--- src/hdl/clock_select_pkg.sv ---
// constants, types and register map for the system clock source selector
package clock_select_pkg;

  // bus register offsets (byte addresses)
  localparam logic [3:0] MODE_OFFSET = 4'h0;
  localparam logic [3:0] STATUS_OFFSET = 4'h4;
  localparam logic [3:0] FREQ_OFFSET = 4'h8;

  // mode register field positions
  localparam int SOURCE_LSB = 0;
  localparam int GAIN_LSB = 4;
  localparam int PLL_ON_BIT = 8;
  localparam int TAP_LSB = 12;

  // clock sources
  localparam logic [2:0] SRC_INTERNAL_FAST_RC = 3'h0;
  localparam logic [2:0] SRC_INTERNAL_SLOW_RC = 3'h1;
  localparam logic [2:0] SRC_EXTERNAL_CLOCK = 3'h2;
  localparam logic [2:0] SRC_CRYSTAL = 3'h3;

  // oscillator gain settings
  localparam logic [1:0] GAIN_OFF = 2'h0;
  localparam logic [1:0] GAIN_CRYSTAL_LOW = 2'h1;
  localparam logic [1:0] GAIN_CRYSTAL_MID = 2'h2;
  localparam logic [1:0] GAIN_CRYSTAL_HIGH = 2'h3;

  // pll taps, value is log2 of the factor
  localparam logic [2:0] TAP_TIMES_ONE = 3'h0;
  localparam logic [2:0] TAP_TIMES_TWO = 3'h1;
  localparam logic [2:0] TAP_TIMES_FOUR = 3'h2;
  localparam logic [2:0] TAP_TIMES_EIGHT = 3'h3;
  localparam logic [2:0] TAP_TIMES_SIXTEEN = 3'h4;
  localparam logic [4:0] PLL_CORE_FACTOR = 5'h10;

  // nominal frequencies in hertz
  localparam logic [31:0] SLOW_RC_HZ = 32'h0000_4E20;
  localparam logic [31:0] FAST_RC_HZ = 32'h00B7_1B00;
  localparam logic [31:0] CRYSTAL_MIN_HZ = 32'h003D_0900;
  localparam logic [31:0] CRYSTAL_MAX_HZ = 32'h00F4_2400;

  // clock switch settling time
  localparam int SETTLE_NS = 100;
  localparam int SYS_CLK_MHZ = 50;
  localparam int SETTLE_CYCLES = (SETTLE_NS * SYS_CLK_MHZ + 999) / 1000;
  localparam logic [3:0] SETTLE_COUNT = 4'(SETTLE_CYCLES);

  // status register bits
  localparam int STAT_BOOTED_BIT = 0;
  localparam int STAT_SWITCHING_BIT = 1;
  localparam int STAT_RUN_BIT = 2;
  localparam int STAT_REJECT_BIT = 3;

  localparam logic [31:0] MODE_RESET = 32'h0000_0000;

  typedef struct packed {
    logic [2:0] source;
    logic [1:0] gain;
    logic pllOn;
    logic [2:0] tap;
  } clock_mode_type;

  typedef enum logic [3:0] {
    ST_BOOT = 4'b0001,
    ST_SWITCH = 4'b0010,
    ST_RUN = 4'b0100,
    ST_RESWITCH = 4'b1000
  } phase_type;

endpackage : clock_select_pkg

--- src/hdl/clock_freq_calc.sv ---
// computes system clock frequency from the applied mode
`timescale 1ns/1ps
module clock_freq_calc
  import clock_select_pkg::*;
(
  input wire logic sys_clk,
  input wire logic rst_n,
  input wire clock_mode_type mode,
  input wire logic [31:0] inputFrequency,
  output logic [31:0] sysFrequency
);

  logic [31:0] baseFrequency;
  logic [31:0] next_sysFrequency;

  // internal rc frequencies
  assign baseFrequency = (mode.source == SRC_INTERNAL_SLOW_RC) ? SLOW_RC_HZ :
                         (mode.source == SRC_INTERNAL_FAST_RC) ? FAST_RC_HZ : inputFrequency;
  // tap factor scaling
  assign next_sysFrequency = mode.pllOn ? (baseFrequency << mode.tap) : baseFrequency;

  always_ff @(posedge sys_clk)
  begin
    if (!rst_n)
      sysFrequency <= FAST_RC_HZ;
    else
      sysFrequency <= next_sysFrequency;
  end

endmodule : clock_freq_calc

--- src/hdl/system_clock_source_select.sv ---
// system clock source selector with wishbone configuration registers
//
// Design decisions made here: the Wishbone interface to the registers and the placing of the registers.
`timescale 1ns/1ps
// Functional notes
// internal rc oscillator offers slow near 20 kHz and fast near 12 MHz
// with no configuration loaded the fast internal rc runs
// after boot completes switch to the loaded mode, then release the application
// configuration may choose fast internal rc as well as slow internal rc
// low-gain crystal mode sets oscillator gain for 4 to 16 MHz crystals
// pll enabled only with external crystal or external clock sources
// enabled pll always multiplies the input frequency by sixteen internally
// system clock taken from one pll tap: 1, 2, 4, 8 or 16 times
// system frequency is input times tap factor, or input without pll
// mode held in a register; clock changes only when it is written
module system_clock_source_select
  import clock_select_pkg::*;
(
  input wire logic sys_clk,
  input wire logic rst_n,
  input wire logic wb_cyc_i,
  input wire logic wb_stb_i,
  input wire logic wb_we_i,
  input wire logic [3:0] wb_adr_i,
  input wire logic [3:0] wb_sel_i,
  input wire logic [31:0] wb_dat_i,
  output logic [31:0] wb_dat_o,
  output logic wb_ack_o,
  input wire logic bootDone,
  input wire logic crystal_input_pin,
  output logic crystal_output_pin,
  output logic [2:0] clockSource,
  output logic [1:0] oscillatorGain,
  output logic pllEnable,
  output logic [4:0] pllCoreFactor,
  output logic [2:0] pllTap,
  output logic clockSwitching,
  output logic applicationRun
);

  ////////////////////////////////////////////////////////////////////////////
  // bus decode

  clock_mode_type modeReg;
  clock_mode_type applied;
  clock_mode_type writeMode;
  phase_type phase;
  phase_type next_phase;
  logic [31:0] inputFrequency;
  logic [31:0] sysFrequency;
  logic [3:0] settleCount;
  logic rejected;
  logic modeWritten;

  wire busReq = wb_cyc_i && wb_stb_i && !wb_ack_o;
  wire hitMode = wb_adr_i == MODE_OFFSET;
  wire hitStatus = wb_adr_i == STATUS_OFFSET;
  wire hitFreq = wb_adr_i == FREQ_OFFSET;
  wire writeModeStrobe = busReq && wb_we_i && hitMode && wb_sel_i[0] && wb_sel_i[1];
  wire writeFreqStrobe = busReq && wb_we_i && hitFreq;
  wire [31:0] regMode = {17'h0_0000, modeReg.tap, 3'h0, modeReg.pllOn,
                         2'h0, modeReg.gain, 1'h0, modeReg.source};
  wire [31:0] regStatus = {28'h0, rejected, phase == ST_RUN,
                           clockSwitching, modeWritten};
  wire [31:0] readData = hitMode ? regMode : hitStatus ? regStatus :
                         hitFreq ? sysFrequency : 32'h0000_0000;

  // decode incoming mode word
  wire [2:0] wrSource = wb_dat_i[SOURCE_LSB +: 3];
  wire [1:0] wrGainRaw = wb_dat_i[GAIN_LSB +: 2];
  wire [2:0] wrTapRaw = wb_dat_i[TAP_LSB +: 3];
  wire wrExternal = (wrSource == SRC_CRYSTAL) || (wrSource == SRC_EXTERNAL_CLOCK);
  wire wrInternal = (wrSource == SRC_INTERNAL_FAST_RC) || (wrSource == SRC_INTERNAL_SLOW_RC);
  // pll gated by source
  wire wrPllOn = wb_dat_i[PLL_ON_BIT] && wrExternal;
  wire wrBad = (!wrExternal && !wrInternal) || (wb_dat_i[PLL_ON_BIT] && !wrExternal)
               || (wrTapRaw > TAP_TIMES_SIXTEEN);

  // both internal speeds selectable
  assign writeMode.source = (wrExternal || wrInternal) ? wrSource : SRC_INTERNAL_FAST_RC;
  // crystal gain for 4 to 16 MHz
  assign writeMode.gain = (wrSource == SRC_CRYSTAL) ?
                          ((wrGainRaw == GAIN_OFF) ? GAIN_CRYSTAL_LOW : wrGainRaw) : GAIN_OFF;
  assign writeMode.pllOn = wrPllOn;
  // tap limited to the five taps
  assign writeMode.tap = (wrTapRaw > TAP_TIMES_SIXTEEN) ? TAP_TIMES_ONE : wrTapRaw;

  ////////////////////////////////////////////////////////////////////////////
  // sequencing

  wire settled = settleCount == 4'h0;

  always_comb
  begin
    next_phase = phase;
    case (phase)
      ST_BOOT:
        if (bootDone)
          next_phase = ST_SWITCH;
      ST_SWITCH:
        if (settled)
          next_phase = ST_RUN;
      ST_RUN:
        if (writeModeStrobe)
          next_phase = ST_RESWITCH;
      ST_RESWITCH:
        if (settled)
          next_phase = ST_RUN;
      default:
        next_phase = ST_BOOT;
    endcase
  end

  // mode register storage
  always_ff @(posedge sys_clk)
  begin
    if (!rst_n)
      modeReg <= clock_mode_type'(MODE_RESET[8:0]);
    else if (writeModeStrobe)
      modeReg <= writeMode;
  end

  always_ff @(posedge sys_clk)
  begin
    if (!rst_n)
      modeWritten <= 1'b0;
    else if (writeModeStrobe)
      modeWritten <= 1'b1;
  end

  always_ff @(posedge sys_clk)
  begin
    if (!rst_n)
      rejected <= 1'b0;
    else if (writeModeStrobe)
      rejected <= wrBad;
  end

  always_ff @(posedge sys_clk)
  begin
    if (!rst_n)
      inputFrequency <= CRYSTAL_MIN_HZ;
    else if (writeFreqStrobe)
      inputFrequency <= wb_dat_i;
  end

  always_ff @(posedge sys_clk)
  begin
    if (!rst_n)
      phase <= ST_BOOT;
    else
      phase <= next_phase;
  end

  always_ff @(posedge sys_clk)
  begin
    if (!rst_n)
      settleCount <= SETTLE_COUNT;
    else if ((phase == ST_BOOT && bootDone) || (phase == ST_RUN && writeModeStrobe))
      settleCount <= SETTLE_COUNT;
    else if (!settled)
      settleCount <= settleCount - 4'h1;
  end

  // fast rc until boot, then loaded mode
  // applied after the boot switch and after each mode write, once settled
  always_ff @(posedge sys_clk)
  begin
    if (!rst_n)
      applied <= clock_mode_type'(MODE_RESET[8:0]);
    else if ((phase == ST_SWITCH || phase == ST_RESWITCH) && settled)
      applied <= modeReg;
  end

  ////////////////////////////////////////////////////////////////////////////
  // outputs

  always_ff @(posedge sys_clk)
  begin
    if (!rst_n)
    begin
      wb_ack_o <= 1'b0;
      wb_dat_o <= 32'h0000_0000;
    end
    else
    begin
      wb_ack_o <= busReq;
      wb_dat_o <= busReq ? readData : 32'h0000_0000;
    end
  end

  // internal rc speeds encoded by source
  always_ff @(posedge sys_clk)
  begin
    if (!rst_n)
    begin
      clockSource <= SRC_INTERNAL_FAST_RC;
      oscillatorGain <= GAIN_OFF;
      pllEnable <= 1'b0;
      pllTap <= TAP_TIMES_ONE;
      pllCoreFactor <= 5'h00;
    end
    else
    begin
      clockSource <= applied.source;
      oscillatorGain <= applied.gain;
      pllEnable <= applied.pllOn;
      pllTap <= applied.tap;
      // core times sixteen whenever pll is on, zero otherwise
      pllCoreFactor <= applied.pllOn ? PLL_CORE_FACTOR : 5'h00;
    end
  end

  // application held until switch done
  always_ff @(posedge sys_clk)
  begin
    if (!rst_n)
    begin
      applicationRun <= 1'b0;
      clockSwitching <= 1'b0;
    end
    else
    begin
      applicationRun <= next_phase == ST_RUN || next_phase == ST_RESWITCH;
      clockSwitching <= next_phase == ST_SWITCH || next_phase == ST_RESWITCH;
    end
  end

  // crystal drive: inverting amplifier only with gain on
  always_ff @(posedge sys_clk)
  begin
    if (!rst_n)
      crystal_output_pin <= 1'b0;
    else
      crystal_output_pin <= (applied.gain != GAIN_OFF) && !crystal_input_pin;
  end

  // frequency report
  clock_freq_calc freqCalc (
    .sys_clk(sys_clk),
    .rst_n(rst_n),
    .mode(applied),
    .inputFrequency(inputFrequency),
    .sysFrequency(sysFrequency)
  );

  ////////////////////////////////////////////////////////////////////////////
  // assertions

  a_pll_needs_ext: assert property (@(posedge sys_clk) disable iff (!rst_n)
    pllEnable |-> (clockSource == SRC_CRYSTAL || clockSource == SRC_EXTERNAL_CLOCK))
    else $error("pll enabled with internal source");
  a_pll_core_sixteen: assert property (@(posedge sys_clk) disable iff (!rst_n)
    pllEnable |-> pllCoreFactor == PLL_CORE_FACTOR)
    else $error("pll core factor not sixteen");
  a_tap_in_range: assert property (@(posedge sys_clk) disable iff (!rst_n)
    pllTap <= TAP_TIMES_SIXTEEN)
    else $error("pll tap out of range");
  a_default_fast_rc: assert property (@(posedge sys_clk) disable iff (!rst_n)
    !modeWritten |-> ##2 clockSource == SRC_INTERNAL_FAST_RC)
    else $error("default source not fast rc");
  a_crystal_gain_on: assert property (@(posedge sys_clk) disable iff (!rst_n)
    clockSource == SRC_CRYSTAL |-> oscillatorGain != GAIN_OFF)
    else $error("crystal without gain");
  a_boot_then_run: assert property (@(posedge sys_clk) disable iff (!rst_n)
    (phase == ST_BOOT && bootDone) |-> ##[1:12] applicationRun)
    else $error("application not released after boot");
  a_no_run_in_boot: assert property (@(posedge sys_clk) disable iff (!rst_n)
    (phase == ST_BOOT) |-> !applicationRun)
    else $error("application running before boot");
  a_change_needs_write: assert property (@(posedge sys_clk) disable iff (!rst_n)
    (phase == ST_RUN && $past(phase) == ST_RUN && !$past(writeModeStrobe)) |-> $stable(applied))
    else $error("mode changed without write");
  a_freq_scaled: assert property (@(posedge sys_clk) disable iff (!rst_n)
    applied.pllOn |=> sysFrequency == ($past(inputFrequency) << $past(applied.tap)))
    else $error("system frequency not input times tap");
  a_ack_one_cycle: assert property (@(posedge sys_clk) disable iff (!rst_n)
    wb_ack_o |=> !wb_ack_o)
    else $error("ack held two cycles");
  a_ack_follows_req: assert property (@(posedge sys_clk) disable iff (!rst_n)
    busReq |=> wb_ack_o)
    else $error("request not acknowledged");
  a_slow_rc_freq: assert property (@(posedge sys_clk) disable iff (!rst_n)
    applied.source == SRC_INTERNAL_SLOW_RC |=> sysFrequency == SLOW_RC_HZ)
    else $error("slow rc frequency wrong");
  a_fast_rc_freq: assert property (@(posedge sys_clk) disable iff (!rst_n)
    applied.source == SRC_INTERNAL_FAST_RC |=> sysFrequency == FAST_RC_HZ)
    else $error("fast rc frequency wrong");
  a_direct_freq: assert property (@(posedge sys_clk) disable iff (!rst_n)
    (!applied.pllOn && (applied.source == SRC_CRYSTAL || applied.source == SRC_EXTERNAL_CLOCK))
      |=> sysFrequency == $past(inputFrequency))
    else $error("system frequency not input frequency");
  a_osc_idle_low: assert property (@(posedge sys_clk) disable iff (!rst_n)
    applied.gain == GAIN_OFF |=> !crystal_output_pin)
    else $error("amplifier driving with gain off");
  a_run_after_switch: assert property (@(posedge sys_clk) disable iff (!rst_n)
    $fell(clockSwitching) |-> applicationRun)
    else $error("switch ended without application release");
  a_write_stores_mode: assert property (@(posedge sys_clk) disable iff (!rst_n)
    writeModeStrobe |=> modeReg == $past(writeMode))
    else $error("mode write not stored");

  c_boot_switch: cover property (@(posedge sys_clk) disable iff (!rst_n)
    phase == ST_SWITCH ##[1:12] phase == ST_RUN);
  c_pll_sixteen: cover property (@(posedge sys_clk) disable iff (!rst_n)
    pllEnable && pllTap == TAP_TIMES_SIXTEEN);
  c_slow_rc: cover property (@(posedge sys_clk) disable iff (!rst_n)
    clockSource == SRC_INTERNAL_SLOW_RC && applicationRun);
  c_reject: cover property (@(posedge sys_clk) disable iff (!rst_n) rejected);

endmodule : system_clock_source_select

--- config.mk ---
export PLATFORM = sky130hd
export DESIGN_NAME = system_clock_source_select
export DESIGN_NICKNAME = d
export VERILOG_FILES = /design/src/hdl/clock_select_pkg.sv /design/src/hdl/clock_freq_calc.sv /design/src/hdl/system_clock_source_select.sv
export SDC_FILE = /design/constraint.sdc
export NUM_CORES = 1
export LEC_CHECK = 0
export BUFFER_PORTS_ARGS = -buffer_cell sky130_fd_sc_hd__buf_2
export CAP_MARGIN = 20
export CORE_MARGIN = 1
export CORE_UTILIZATION = 40
export DETAILED_ROUTE_END_ITERATION = 10
export PLACE_DENSITY_LB_ADDON = 0.12
export SLEW_MARGIN = 10
export SYNTH_ARGS = -nofsm -noshare
export SYNTH_HDL_FRONTEND = slang
export SYNTH_SLANG_ARGS = --single-unit
--- constraint.sdc ---
create_clock -name sys_clk -period 4.4 [get_ports sys_clk]
set_clock_uncertainty 0.1 [all_clocks]
set_input_delay 0.44 -clock sys_clk [delete_from_list [all_inputs] [get_ports sys_clk]]
set_output_delay 0.44 -clock sys_clk [all_outputs]
set_load 0.01 [all_outputs]
==> impl_metrics.csv <==
group,metric,value,unit
status,outcome,"finished clean",
critical_path,slowest_stage,"nor2_1",
floorplan,dieArea,15400,um2
clock_network,cts_hold_buf,0,
timing,finalCritPeriodShare,0.662,
critical_path,worstReg2RegStart,"applied[7]$_SDFFE_PN0P_",
floorplan,fp.dieH,124,um
critical_path,cpMostUsedCell,"o21ai_0",
clock_network,clk_latency,410,ps
floorplan,pin_count,97,
cells_and_area,final_util,0.485,
cells_and_area,nets,806,
logic_synthesis,syn_inst,692,
cells_and_area,fin_area,7040,um2
clock_network,postCtsResizedCells,0,
critical_path,critPathBufInv,0,
logic_synthesis,yosys.area.top_type,"dfxtp_1",
logic_synthesis,synth_edf_count,0,
timing,slew_violations,0,
cells_and_area,drive_above_1_share,0.192,
critical_path,reg2reg_depth,5,
global_routing,grt_pass1_wl,26900,um
logic_synthesis,syn_area_per_cell,8.60,um2
drt,vias,5285,
critical_path,r2r_end,"freqCalc.sysFrequency[16]$_SDFF_PN1_",
placement,postPlaceCellArea,6470,um2
hold_path,hold_path.class,"in -> reg",
logic_synthesis,ys_ff_latch,137,
timing,rsz0062_at_grt,"false",
critical_path,arrival,3060,ps
clock_network,cts-root-buf,"clkbuf_16",
logic_synthesis,ys_top_cells_by_area,"dfxtp_1 (46%), nand2_1 (7.1%), a21oi_1 (5.5%)",
drt,dr.pass1.iters,5,
critical_path,crit_chain,"nor2_1 > o21ai_0 > o21ai_0 > o21ai_0 > a221oi_1",
timing,hold_violations,0,
critical_path,crit_required,4550,ps
timing,tns,0,ps
critical_path,cpPeakStageDelay,730,ps
clock_network,post_cts_buffers,0,
drt,totalWireLength,17400,um
global_routing,grt_pass1_vias,4844,
global_routing,grt_max_degree,59,
hold_path,worstHoldStart,"crystal_input_pin",
clock_network,tritoncts,"built",
critical_path,path_max_fanout,16,
placement,post-dp-hpwl,12300,um
clock_network,clock-sinks,137,
timing,relSlewSlack,0.353,
timing,finalCriticalPeriod,2910,ps
logic_synthesis,async_reset_ff_frac,0,
floorplan,start_util,0.410,
hold_path,hold_depth,2,
power_and_ir_drop,p_leak,2.77,nW
critical_path,critPathLaunchType,"register",
clock_network,cts.clk_slew.worst_paths,60,ps
clock_network,htree_levels,4,
drt,drt-initial-drc-count,451,
critical_path,worstSetupPathType,"reg -> reg",
cells_and_area,area_growth_syn_to_layout,18.3,%
global_routing,grt-ovfl-total,0,
timing,setup_viol,0,
placement,place_congestion,0.887,
floorplan,rows,44,
logic_synthesis,synthesis.area,5950,um2
critical_path,critical-path-top-delay-family,"compound AO/OA/AOI/OAI gates",
timing,worstMarginPinSlew,969,ps
global_routing,grtUsageTotal,0.237,
clock_network,numCtsBuffers,17,
logic_synthesis,synth_flop_cell,"dfxtp_1",
critical_path,r2r_slack,1490,ps
logic_synthesis,synth_cell_types,70,
clock_network,cts_buffer_depth,2,
power_and_ir_drop,ir_drop,0.215,mV
floorplan,core_area,14500,um2
logic_synthesis,yosysSeqAreaShare,0.461,
timing,fmax,343,MHz
global_routing,antenna_found_initial,0,
drt,antenna_left,0,
job,cap_violations,0,
drt,wire_per_inst,18.3,um
power_and_ir_drop,power_density,383,nW/um2
critical_path,end_kind,"register",
logic_synthesis,yosysTopAreaCellShare,0.461,
logic_synthesis,yosys_warnings,0,
floorplan,die_w,124,um
drt,drc,0,
placement,portBuffers,90,
drt,drt-vias-per-instance,5.54,
hold_path,holdPathEnd,"crystal_output_pin$_SDFF_PN0_",
==> how the worst max path moves through the flow <==
stage / to / startpoint / slack, ps / depth (start not counted)
2_1_floorplan: applied[0]$_SDFFE_PN0P_ / settleCount[0]$_SDFFE_PP1N_ / 2500 / 7
3_3_place_gp: freqCalc.sysFrequency[12]$_SDFF_PN1_ / applied[7]$_SDFFE_PN0P_ / 1680 / 5
3_5_place_dp: freqCalc.sysFrequency[17]$_SDFF_PN1_ / applied[7]$_SDFFE_PN0P_ / 1650 / 5
4_1_cts: freqCalc.sysFrequency[17]$_SDFF_PN1_ / applied[8]$_SDFFE_PN0P_ / 1630 / 5
5_1_grt: freqCalc.sysFrequency[16]$_SDFF_PN1_ / applied[7]$_SDFFE_PN0P_ / 1250 / 5
6_report: freqCalc.sysFrequency[16]$_SDFF_PN1_ / applied[7]$_SDFFE_PN0P_ / 1490 / 5
==> synth_stat cells, types with 6 or more instances <==
cell and count:
a211oi_1 10, a22o_1 9, a21oi_1 65, buf_1 6
nand3_1 19, mux2i_1 26, mux4_2 8, buf_4 6
nor2_1 59, o22ai_1 6, a31oi_1 7, o211ai_1 9
clkbuf_1 30, nor2b_1 9, and2_1 32, dfxtp_1 137
nand2_1 113, inv_1 11, o21ai_0 17, buf_2 12
nor3_1 15
==> placed cells by master (no fill, tap or decap), types with 9 or more instances in the layout <==
cell,instances
mux2i_1,26
o21ai_0,17
nor2b_1,9
nor2_1,59
clkbuf_16,17
a22o_1,9
nand2_1,113
inv_1,11
nor3_1,15
and2_1,32
buf_2,90
a211oi_1,10
dfxtp_1,136
nand3_1,19
a21oi_1,65
o211ai_1,9
==> cell families after synthesis <==
kind of cell / count (synthesis) / share of synthesized area
mux: 37 / 0.0796
buf+inv: 68 / 0.0504
flops: 137 / 0.461
simple gates: 282 / 0.224
xor+xnor: 2 / 0.00294
fa+ha+maj: 1 / 0.00210
other cells: 1 / 0.000630
compound gates: 164 / 0.179
==> layer usage <==
layer  part of all wire  track usage  wire length [um]  vias to the layer above
li1                   -            -                 -                     2573
met1               0.48        0.337              8420                     2509
met2               0.43        0.349              7530                      186
met3              0.070       0.0623              1220                       17
met4              0.015       0.0707               259                        0
met5                  0            0                 0                        -
==> stage by stage <==
stage                     worst slack, ps  hold slack (ps)  power [mW]  std cells
after floorplan                      2500              306        1.32        695
after global placement               1680              307        1.36        922
after detailed placement             1650              310        1.36        923
after CTS                            1630             56.5        2.73        953
after global routing                 1250             68.1        2.78        953
final                                1490             72.5        2.70        954
==> flip-flops by register name, indices dropped and copies added (netlist names) <==
| name | count |
|---|---|
| freqCalc.sysFrequency | 32 |
| inputFrequency | 32 |
| wb_dat_o | 32 |
| applied | 9 |
| modeReg | 9 |
| phase | 4 |
| settleCount | 4 |
| clockSource | 3 |
| pllTap | 3 |
| oscillatorGain | 2 |
| applicationRun | 1 |
| clockSwitching | 1 |
| crystal_output_pin | 1 |
| modeWritten | 1 |
| pllCoreFactor | 1 |
| rejected | 1 |
| wb_ack_o | 1 |
==> cell type report <==
| type | instances | area (um2) |
|---|---|---|
| fill | 1464 | 7490 |
| multi-input combinational | 490 | 2920 |
| sequential | 137 | 2740 |
| timing repair buffer | 99 | 526 |
| clock buffer | 18 | 439 |
| tap | 184 | 230 |
| clock inverter | 12 | 129 |
| inverter | 13 | 48.8 |
| antenna | 1 | 2.50 |
==> power by group <==
part           internal [mW]  switching (mW)
clock network          0.839           0.527
registers               1.25         0.00645
logic                 0.0306          0.0475
Note: power is estimated with default switching activity, not from simulation.
